`src/verilog/printer_pen_retrace_consts.vh`:
```
// Constants for the printer, light-pen and retrace adapter port.
// Assumes inclusion by bare name; definitions only.
`ifndef PRINTER_PEN_RETRACE_CONSTS_VH
`define PRINTER_PEN_RETRACE_CONSTS_VH

// Register select codes
`define RS_PORTA        2'h0
`define RS_CTRLA        2'h1
`define RS_PORTB        2'h2
`define RS_CTRLB        2'h3

// Control register field positions and register reset values
`define CTL_C1_EN       0
`define CTL_C1_RISE     1
`define CTL_DATA_SEL    2
`define CTL_C2_EN       3
`define CTL_C2_RISE     4
`define CTL_FLAG2       6
`define CTL_FLAG1       7
`define CTL_RESET       6'h00
`define DATA_RESET      8'h00
`define DIR_RESET       8'h00

// Port A bit positions
`define PA_BUSY         0
`define PA_ERROR        1
`define PA_INIT         4
`define PA_RETRACE_CLR  5
`define PA_PEN_SW       6
`define PA_PEN_CLR      7

// Timing
`define CLK_PERIOD_NS   20
`define STROBE_NS       1000
`define STROBE_CYCLES   ((`STROBE_NS + `CLK_PERIOD_NS - 1) / `CLK_PERIOD_NS)

`endif

```
`src/verilog/edge_pulse.v`:
```
// Programmable edge detector: one-cycle pulse on the selected transition.
// Assumes its input is synchronous to core_clk.
module edge_pulse (
    input  wire core_clk,
    input  wire rst_n,
    input  wire level,
    input  wire riseSel,
    output wire pulse
);
    reg prev_reg;

    always @(posedge core_clk) begin
        if (!rst_n) begin
            prev_reg <= 1'b0;
        end else begin
            prev_reg <= level;
        end
    end

    assign pulse = riseSel ? (level & ~prev_reg) : (~level & prev_reg);
endmodule // edge_pulse

```
`src/verilog/printer_pen_retrace_port.v`:
```
// Adapter-based parallel port: printer output, light-pen and retrace latches.
// Assumes all inputs synchronous to core_clk; the host keeps its own protocol.
//
// Function
// - Chip select plus two select bits pick one adapter register per access.
// - Bus accesses take effect only while the enable clock phase is high.
// - Write when direction line is set and write strobe pulses; read when it is clear and read strobe is high.
// - Printer byte appears on port B bits on the same edge that strobe goes low.
// - Inverted acknowledge drives control input B1 with selectable edge polarity.
// - A detected acknowledge transition raises the printer interrupt.
// - Busy drives control input B2 and a port A bit; edge raises interrupt.
// - Jumper selects leading or trailing pen pulse edge for the pen latch.
// - Pen pulse sets pen latch; latch drives display controller pen strobe.
// - Rising pen latch at control input A1 drives port A interrupt low.
// - Vertical sync rising edge sets retrace latch, raising display interrupt.
//
// Chosen here: the address-and-strobe port and the address map.
`include "printer_pen_retrace_consts.vh"

module printer_pen_retrace_port #(
    parameter STROBE_LEN = `STROBE_CYCLES
) (
    input  wire       core_clk,
    input  wire       rst_n,
    input  wire       ePhaseClock,
    input  wire       adapterChipSelectN,
    input  wire       regSelectBit0,
    input  wire       regSelectBit1,
    input  wire       dirWrite,
    input  wire       writeStrobeN,
    input  wire       busReadStrobe,
    input  wire [7:0] writeData,
    output wire [7:0] readData,
    output wire [7:0] printerOutBits,
    output wire       printerStrobeN,
    input  wire       printerAck,
    input  wire       busyBuffered,
    input  wire       printerErrorN,
    input  wire       penPulse,
    input  wire       penEdgeJumper,
    input  wire       penSwitchIn,
    input  wire       verticalSyncBuffered,
    input  wire [7:0] portaIn,
    output wire [7:0] portaOut,
    output wire [7:0] portaDir,
    output wire       penStrobe,
    output wire       portaIrqN,
    output wire       portbIrqN,
    output wire       irq
);
    reg [7:0] readData_reg;
    reg [7:0] portaData_reg;
    reg [7:0] portaDir_reg;
    reg [7:0] portbData_reg;
    reg [7:0] portbDir_reg;
    reg [5:0] ctrlA_reg;
    reg [5:0] ctrlB_reg;
    reg       flagA1_reg;
    reg       flagA2_reg;
    reg       flagB1_reg;
    reg       flagB2_reg;
    reg       penLatch_reg;
    reg       retraceLatch_reg;
    reg       strobeN_reg;
    reg [15:0] strobeCnt_reg;

    wire [1:0] regSel;
    wire       selected;
    wire       wrAccess;
    wire       rdAccess;
    wire [3:0] ctrlLevel;
    wire [3:0] ctrlRise;
    wire [3:0] ctrlEdge;
    wire       penEdge;
    wire       vsyncEdge;
    wire [7:0] portaPins;
    wire [7:0] portaEff;
    wire       rdPortA;
    wire       rdPortB;
    wire       wrPortBData;
    wire       wrCtrlA;
    wire       wrCtrlB;
    wire [3:0] flagClr;
    reg  [7:0] readNext;

    // True when the access addresses the data register rather than direction
    function isData;
        input [1:0] sel;
        input [5:0] ctl;
        input [1:0] target;
        begin
            isData = (sel == target) && ctl[`CTL_DATA_SEL];
        end
    endfunction

    // Flag clear: a data read, or a one written to the flag's control bit
    function flagClear;
        input rdPort;
        input wrCtrl;
        input w1cBit;
        begin
            flagClear = rdPort | (wrCtrl & w1cBit);
        end
    endfunction

    // Control register view: flags read back above the writable fields
    function [7:0] ctrlView;
        input       flag1;
        input       flag2;
        input [5:0] ctl;
        begin
            ctrlView = {flag1, flag2, ctl};
        end
    endfunction

    // Interrupt request of one port: a flag counts only while enabled
    function irqActive;
        input       flag1;
        input       flag2;
        input [5:0] ctl;
        begin
            irqActive = (flag1 & ctl[`CTL_C1_EN]) | (flag2 & ctl[`CTL_C2_EN]);
        end
    endfunction

    assign regSel   = {regSelectBit1, regSelectBit0};
    assign selected = ~adapterChipSelectN & ePhaseClock;
    assign wrAccess = selected & dirWrite & ~writeStrobeN;
    assign rdAccess = selected & ~dirWrite & busReadStrobe;

    assign rdPortA     = rdAccess & isData(regSel, ctrlA_reg, `RS_PORTA);
    assign rdPortB     = rdAccess & isData(regSel, ctrlB_reg, `RS_PORTB);
    assign wrPortBData = wrAccess & isData(regSel, ctrlB_reg, `RS_PORTB);
    assign wrCtrlA     = wrAccess & (regSel == `RS_CTRLA);
    assign wrCtrlB     = wrAccess & (regSel == `RS_CTRLB);

    // Flag order matches ctrlEdge: A1, A2, B1, B2
    assign flagClr[0] = flagClear(rdPortA, wrCtrlA, writeData[`CTL_FLAG1]);
    assign flagClr[1] = flagClear(rdPortA, wrCtrlA, writeData[`CTL_FLAG2]);
    assign flagClr[2] = flagClear(rdPortB, wrCtrlB, writeData[`CTL_FLAG1]);
    assign flagClr[3] = flagClear(rdPortB, wrCtrlB, writeData[`CTL_FLAG2]);

    // Undriven port A lines float high, so a clear line only acts when driven low
    assign portaEff = (portaData_reg & portaDir_reg) | ~portaDir_reg;

    // Control inputs: A1 pen latch, A2 retrace latch, B1 inverted ack, B2 busy
    assign ctrlLevel = {busyBuffered, ~printerAck, retraceLatch_reg, penLatch_reg};
    assign ctrlRise  = {ctrlB_reg[`CTL_C2_RISE], ctrlB_reg[`CTL_C1_RISE],
                        ctrlA_reg[`CTL_C2_RISE], ctrlA_reg[`CTL_C1_RISE]};

    genvar gi;
    generate
        for (gi = 0; gi < 4; gi = gi + 1) begin : ctrlDetect
            edge_pulse ctrlEdgeDet (
                .core_clk (core_clk),
                .rst_n    (rst_n),
                .level    (ctrlLevel[gi]),
                .riseSel  (ctrlRise[gi]),
                .pulse    (ctrlEdge[gi])
            );
        end
    endgenerate

    edge_pulse penEdgeDet (
        .core_clk (core_clk),
        .rst_n    (rst_n),
        .level    (penPulse),
        .riseSel  (penEdgeJumper),
        .pulse    (penEdge)
    );

    edge_pulse vsyncEdgeDet (
        .core_clk (core_clk),
        .rst_n    (rst_n),
        .level    (verticalSyncBuffered),
        .riseSel  (1'b1),
        .pulse    (vsyncEdge)
    );

    // Latches: a new edge wins over a clear held in the same cycle
    always @(posedge core_clk) begin
        if (!rst_n) begin
            penLatch_reg     <= 1'b0;
            retraceLatch_reg <= 1'b0;
        end else begin
            if (penEdge) begin
                penLatch_reg <= 1'b1;
            end else if (!portaEff[`PA_PEN_CLR]) begin
                penLatch_reg <= 1'b0;
            end
            if (vsyncEdge) begin
                retraceLatch_reg <= 1'b1;
            end else if (!portaEff[`PA_RETRACE_CLR]) begin
                retraceLatch_reg <= 1'b0;
            end
        end
    end

    // Interrupt flags: set by control edges, cleared by data read or by
    // writing a one to the flag bit; set beats clear in the same cycle
    always @(posedge core_clk) begin
        if (!rst_n) begin
            flagA1_reg <= 1'b0;
            flagA2_reg <= 1'b0;
            flagB1_reg <= 1'b0;
            flagB2_reg <= 1'b0;
        end else begin
            if (ctrlEdge[0]) begin
                flagA1_reg <= 1'b1;
            end else if (flagClr[0]) begin
                flagA1_reg <= 1'b0;
            end
            if (ctrlEdge[1]) begin
                flagA2_reg <= 1'b1;
            end else if (flagClr[1]) begin
                flagA2_reg <= 1'b0;
            end
            if (ctrlEdge[2]) begin
                flagB1_reg <= 1'b1;
            end else if (flagClr[2]) begin
                flagB1_reg <= 1'b0;
            end
            if (ctrlEdge[3]) begin
                flagB2_reg <= 1'b1;
            end else if (flagClr[3]) begin
                flagB2_reg <= 1'b0;
            end
        end
    end

    // Register writes
    always @(posedge core_clk) begin
        if (!rst_n) begin
            portaData_reg <= `DATA_RESET;
            portaDir_reg  <= `DIR_RESET;
            portbData_reg <= `DATA_RESET;
            portbDir_reg  <= `DIR_RESET;
            ctrlA_reg     <= `CTL_RESET;
            ctrlB_reg     <= `CTL_RESET;
        end else if (wrAccess) begin
            case (regSel)
                `RS_PORTA: begin
                    if (ctrlA_reg[`CTL_DATA_SEL]) begin
                        portaData_reg <= writeData;
                    end else begin
                        portaDir_reg <= writeData;
                    end
                end
                `RS_CTRLA: begin
                    ctrlA_reg <= writeData[5:0];
                end
                `RS_PORTB: begin
                    if (ctrlB_reg[`CTL_DATA_SEL]) begin
                        portbData_reg <= writeData;
                    end else begin
                        portbDir_reg <= writeData;
                    end
                end
                `RS_CTRLB: begin
                    ctrlB_reg <= writeData[5:0];
                end
                default: begin
                    ctrlB_reg <= ctrlB_reg;
                end
            endcase
        end
    end

    // Strobe goes low on the same edge that stores the byte, so data does not lead it
    always @(posedge core_clk) begin
        if (!rst_n) begin
            strobeN_reg   <= 1'b1;
            strobeCnt_reg <= 16'h0000;
        end else if (wrPortBData) begin
            strobeN_reg   <= 1'b0;
            strobeCnt_reg <= STROBE_LEN[15:0];
        end else if (strobeCnt_reg > 16'h0001) begin
            strobeCnt_reg <= strobeCnt_reg - 16'h0001;
        end else begin
            strobeN_reg   <= 1'b1;
            strobeCnt_reg <= 16'h0000;
        end
    end

    // Port A pins read back: inputs where not driven, busy, error and switch fixed
    assign portaPins = {portaIn[7], ~penSwitchIn, portaIn[5:2],
                        printerErrorN, busyBuffered};

    always @* begin
        readNext = 8'h00;
        case (regSel)
            `RS_PORTA: begin
                if (ctrlA_reg[`CTL_DATA_SEL]) begin
                    readNext = (portaData_reg & portaDir_reg) | (portaPins & ~portaDir_reg);
                end else begin
                    readNext = portaDir_reg;
                end
            end
            `RS_CTRLA: begin
                readNext = ctrlView(flagA1_reg, flagA2_reg, ctrlA_reg);
            end
            `RS_PORTB: begin
                if (ctrlB_reg[`CTL_DATA_SEL]) begin
                    readNext = portbData_reg;
                end else begin
                    readNext = portbDir_reg;
                end
            end
            `RS_CTRLB: begin
                readNext = ctrlView(flagB1_reg, flagB2_reg, ctrlB_reg);
            end
            default: begin
                readNext = 8'h00;
            end
        endcase
    end

    // Read data stands only in the cycle after the read strobe
    always @(posedge core_clk) begin
        if (!rst_n) begin
            readData_reg <= 8'h00;
        end else if (rdAccess) begin
            readData_reg <= readNext;
        end else begin
            readData_reg <= 8'h00;
        end
    end

    assign readData       = readData_reg;
    assign printerOutBits = portbData_reg;
    assign printerStrobeN = strobeN_reg;
    assign portaOut       = portaData_reg;
    assign portaDir       = portaDir_reg;
    assign penStrobe      = penLatch_reg;
    assign portaIrqN      = ~irqActive(flagA1_reg, flagA2_reg, ctrlA_reg);
    assign portbIrqN      = ~irqActive(flagB1_reg, flagB2_reg, ctrlB_reg);
    assign irq            = ~portaIrqN | ~portbIrqN;
endmodule // printer_pen_retrace_port

```
`config.mk`:
```
export PLATFORM = sky130hd
export DESIGN_NAME = printer_pen_retrace_port
export DESIGN_NICKNAME = d
export VERILOG_FILES = /design/src/verilog/edge_pulse.v /design/src/verilog/printer_pen_retrace_port.v
export VERILOG_INCLUDE_DIRS = /design/src /design/src/verilog
export SDC_FILE = /design/constraint.sdc
export NUM_CORES = 1
export LEC_CHECK = 0
export ABC_AREA = 1
export BUFFER_PORTS_ARGS = -buffer_cell sky130_fd_sc_hd__buf_2
export CORE_UTILIZATION = 40
export DETAILED_ROUTE_END_ITERATION = 7
export PLACE_DENSITY = 0.66
export SETUP_SLACK_MARGIN = 0.1
export SYNTH_ARGS = -nofsm -noshare
export SYNTH_HDL_FRONTEND = slang
export SYNTH_HIERARCHICAL = 1
export SYNTH_SLANG_ARGS = --single-unit
```
`constraint.sdc`:
```
create_clock -name core_clk -period 1.9 [get_ports core_clk]
set_clock_uncertainty 0.1 [all_clocks]
set_input_delay 0.095 -clock core_clk [delete_from_list [all_inputs] [get_ports core_clk]]
set_output_delay 0.095 -clock core_clk [all_outputs]
set_load 0.02 [all_outputs]
```
==> flow_summary.yaml <==
sta:
  min_period_over_period_pct: 85.21
  report.final.hold_viol_count: 0
  setup_viol: 0
  achievable-frequency_ghz: 0.6177
  finalSetupTns_ps: 0
  finalWorstPathRequiredPeriod_ps: 1619
  final.hold.worst_slack_ps: 14.36
  rsz_0062_raised_after_global_routing: "no"
  max_slew.worst_pin.slew_ps: 505.8
  drv_slew: 0
  timing.slew.headroom_pct: 66.24
floorplanning:
  num_io_pins: 69
  core_area_um2: 9240
  placement_rows: 35
  start_util_pct: 41.35
  dieArea_um2: 9948
  die_width_um: 99.74
  y_dimension_of_the_die_um: 99.74
clock_network:
  clock_latency_ps: 340
  cts_buffers: 9
  cts_post_setup_buffers_inserted: 0
  cts_sinks: 81
  cts.repair.resized: 0
  tritoncts: "built"
  cts.clk_slew.worst_paths_ps: 80
  clk_path_buf_depth: 2
  clk_root_buffer_cell: "sky130_fd_sc_hd__clkbuf_8"
  cts-htree-levels: 3
power:
  switchingPower_mw: 1.497
  clockPowerShare_pct: 29.7
  leakage_nw: 2.074
  comb_power_share_pct: 26.5
  power_per_unit_of_standard_cell_area_nw_per_um2: 982.5
  switching_share_pct: 33.24
  pwr-share-seq_pct: 43.8
  ir_drop_uv: 381.6
  internal_power_mw: 3.007
route:
  postRouteAntennaNets: 0
  route.final.wire_length_um: 9589
  detail_route.iter0.violations: 195
  route.detailed.drc: 0
  wire_per_inst_um: 12.65
  detailedRoute.firstPassIterationCount: 5
  routed-via-count: 3597
  post_drt_via_cell_ratio: 4.745
final_layout:
  nets: 659
  multi_input_area_um2: 1807
  diodes_inserted: 0
  largest_register_ff_count: 16
  seqCellArea_um2: 1622
  final.fill_count: 919
  share_of_final_layout_standard_cells_stronger_than_drive_strength_1_pct: 19.71
  final_util_pct: 49.61
  syn_to_final_growth_pct: 19.97
min_path:
  hold-path-cell-count: 3
  worstHoldStart: "rst_n"
  timing.hold.worst_endpoint: "ctrlDetect[0].ctrlEdgeDet/prev_reg"
  hold_path_class: "input port to flip-flop"
setup_path:
  worstPathRequired_ps: 2080
  worst-r2r-setup-slack_ps: 280
  reg2reg_depth: 9
  arrival_ps: 1800
  crit_path_end_kind: "flip-flop"
  worst_r2r_startpoint: "strobeCnt_reg[0]"
  highest_net_fanout_along_the_worst_path: 13
  worstSetupPathType: "flip-flop to flip-flop"
  regToRegEndpoint: "strobeCnt_reg[15]"
  cp-start-kind: "flip-flop"
logic_synthesis:
  async_flop_share_pct: 0
  area_contributors_post_synth: "sky130_fd_sc_hd__dfxtp_1 42%, sky130_fd_sc_hd__nand2_1 11%, sky130_fd_sc_hd__nor2_1 8.9%, sky130_fd_sc_hd__inv_1 6.6%, sky130_fd_sc_hd__a21oi_1 5.4%"
  synth-warning-count: 6
  synth-edff-count: 0
  postSynth.topFlopCell: "sky130_fd_sc_hd__dfxtp_1"
  syn_area_per_cell_um2: 7.050
  post-synth-top-area-fraction_pct: 42.44
  syn-instance-count: 542
  synth_cell_types: 33
  netlist_top_cells_count: "110 x sky130_fd_sc_hd__nand2_1, 91 x sky130_fd_sc_hd__nor2_1, 81 x sky130_fd_sc_hd__dfxtp_1"
  synth_area_um2: 3821
  synth.most_common_cell: "sky130_fd_sc_hd__nand2_1"
  synth-seq-area-share_pct: 42.44
  synth_area_leader_cell: "sky130_fd_sc_hd__dfxtp_1"
  synth.ff_latch_count: 81
placed_design:
  io_buffers: 65
  finalWeightedCongestion: 0.8271
  post-dp-hpwl_um: 7036
global_route:
  grt_antenna_before_repair: 0
  wire_length_of_the_first_global_routing_pass_um: 15130
  globalRoute.totalOverflow: 0
  groute.usage.overall_pct: 19.59
  grt_pass1_vias: 3212
  grt_start_max_net_pins: 21
status:
  run_status: "finished clean"
job:
  drv_cap: 0
[power groups by stage]
stage	sequential (mW)	combinational, mW	clock [mW]
6_report	1.97	1.19	1.34
5_1_grt	2.00	1.36	1.45
4_1_cts	1.97	1.19	1.38
3_5_place_dp	2.01	1.16	0
3_3_place_gp	2.00	1.13	0
2_1_floorplan	1.98	0.937	0
[critical path, stage by stage, from the launching register on]
cell and delay [ps]:
sky130_fd_sc_hd__dfxtp_1 370, sky130_fd_sc_hd__inv_1 80, sky130_fd_sc_hd__ha_1 230, sky130_fd_sc_hd__inv_1 110
sky130_fd_sc_hd__nand2_1 60, sky130_fd_sc_hd__nand2_1 50, sky130_fd_sc_hd__nor2_1 30, sky130_fd_sc_hd__nand2_1 160
sky130_fd_sc_hd__nand3_4 200, sky130_fd_sc_hd__a21oi_1 160
[kinds of logic after synthesis]
family,synth area share [%]
adder cells (fa/ha/maj),0.6548
XOR/XNOR,0.6877
AO/OA/AOI/OAI,12.77
AND/OR/NAND/NOR,32.97
buffers and inverters,10.38
flip-flops,42.44
other,0.09814
[layer usage]
layer	GRT usage (%)	up-vias	part of all wire (%)
met5	0	-	0
met3	3.935	7	4.3
met1	25.81	1628	49
met4	5.090	0	0.87
li1	-	1880	-
met2	32.63	82	46
[stage by stage]
step           worst slack, ps  cells  power (mW)  area (um^2)
3_5_place_dp             283.5    731       3.170         4257
5_1_grt                  104.1    758       4.812         4584
6_report                 281.1    758       4.504         4584
4_1_cts                  279.6    758       4.535         4584
2_1_floorplan            469.8    543       2.920         3825
3_3_place_gp             353.2    731       3.137         4257
[layout by cell type, fill, tap and decap left out, types with 5 or more instances in the layout]
cell type                       instances
sky130_fd_sc_hd__nand3_2                6
sky130_fd_sc_hd__nor3_1                12
sky130_fd_sc_hd__nor2_4                 5
sky130_fd_sc_hd__dfxtp_1               81
sky130_fd_sc_hd__a21oi_1               41
sky130_fd_sc_hd__nand2_2                5
sky130_fd_sc_hd__nand2_1              110
sky130_fd_sc_hd__dlygate4sd3_1         12
sky130_fd_sc_hd__inv_1                 67
sky130_fd_sc_hd__nand3_1               36
sky130_fd_sc_hd__o21ai_1                5
sky130_fd_sc_hd__o21ai_0               30
sky130_fd_sc_hd__buf_2                 65
sky130_fd_sc_hd__clkbuf_8               9
sky130_fd_sc_hd__nor2_1                91
sky130_fd_sc_hd__buf_4                 10
[final cells by class]
| cell class | instances | share of cell area, % |
|---|---|---|
| multi-input combinational | 375 | 39.41 |
| clock inverter | 6 | 1.829 |
| clock buffer | 9 | 2.702 |
| tap | 129 | 3.521 |
| sequential | 81 | 35.37 |
| timing repair buffer | 87 | 11.35 |
| inverter | 71 | 5.813 |
[worst max-delay path by stage]
stage | start | cells after the start | to
4_1_cts | strobeCnt_reg[0] | 9 | strobeCnt_reg[6]
6_report | strobeCnt_reg[0] | 9 | strobeCnt_reg[15]
3_5_place_dp | strobeCnt_reg[0] | 9 | strobeCnt_reg[15]
3_3_place_gp | strobeCnt_reg[0] | 9 | strobeCnt_reg[2]
5_1_grt | strobeCnt_reg[0] | 9 | strobeCnt_reg[2]
2_1_floorplan | strobeCnt_reg[0] | 10 | strobeCnt_reg[10]
[timing repair]
item                                    in CTS  in global routing
hold buffers                                12                  0
endpoints found under the setup margin       0                  1
endpoints found under the hold margin       16                  0
Note: power is estimated with default switching activity, not from simulation.
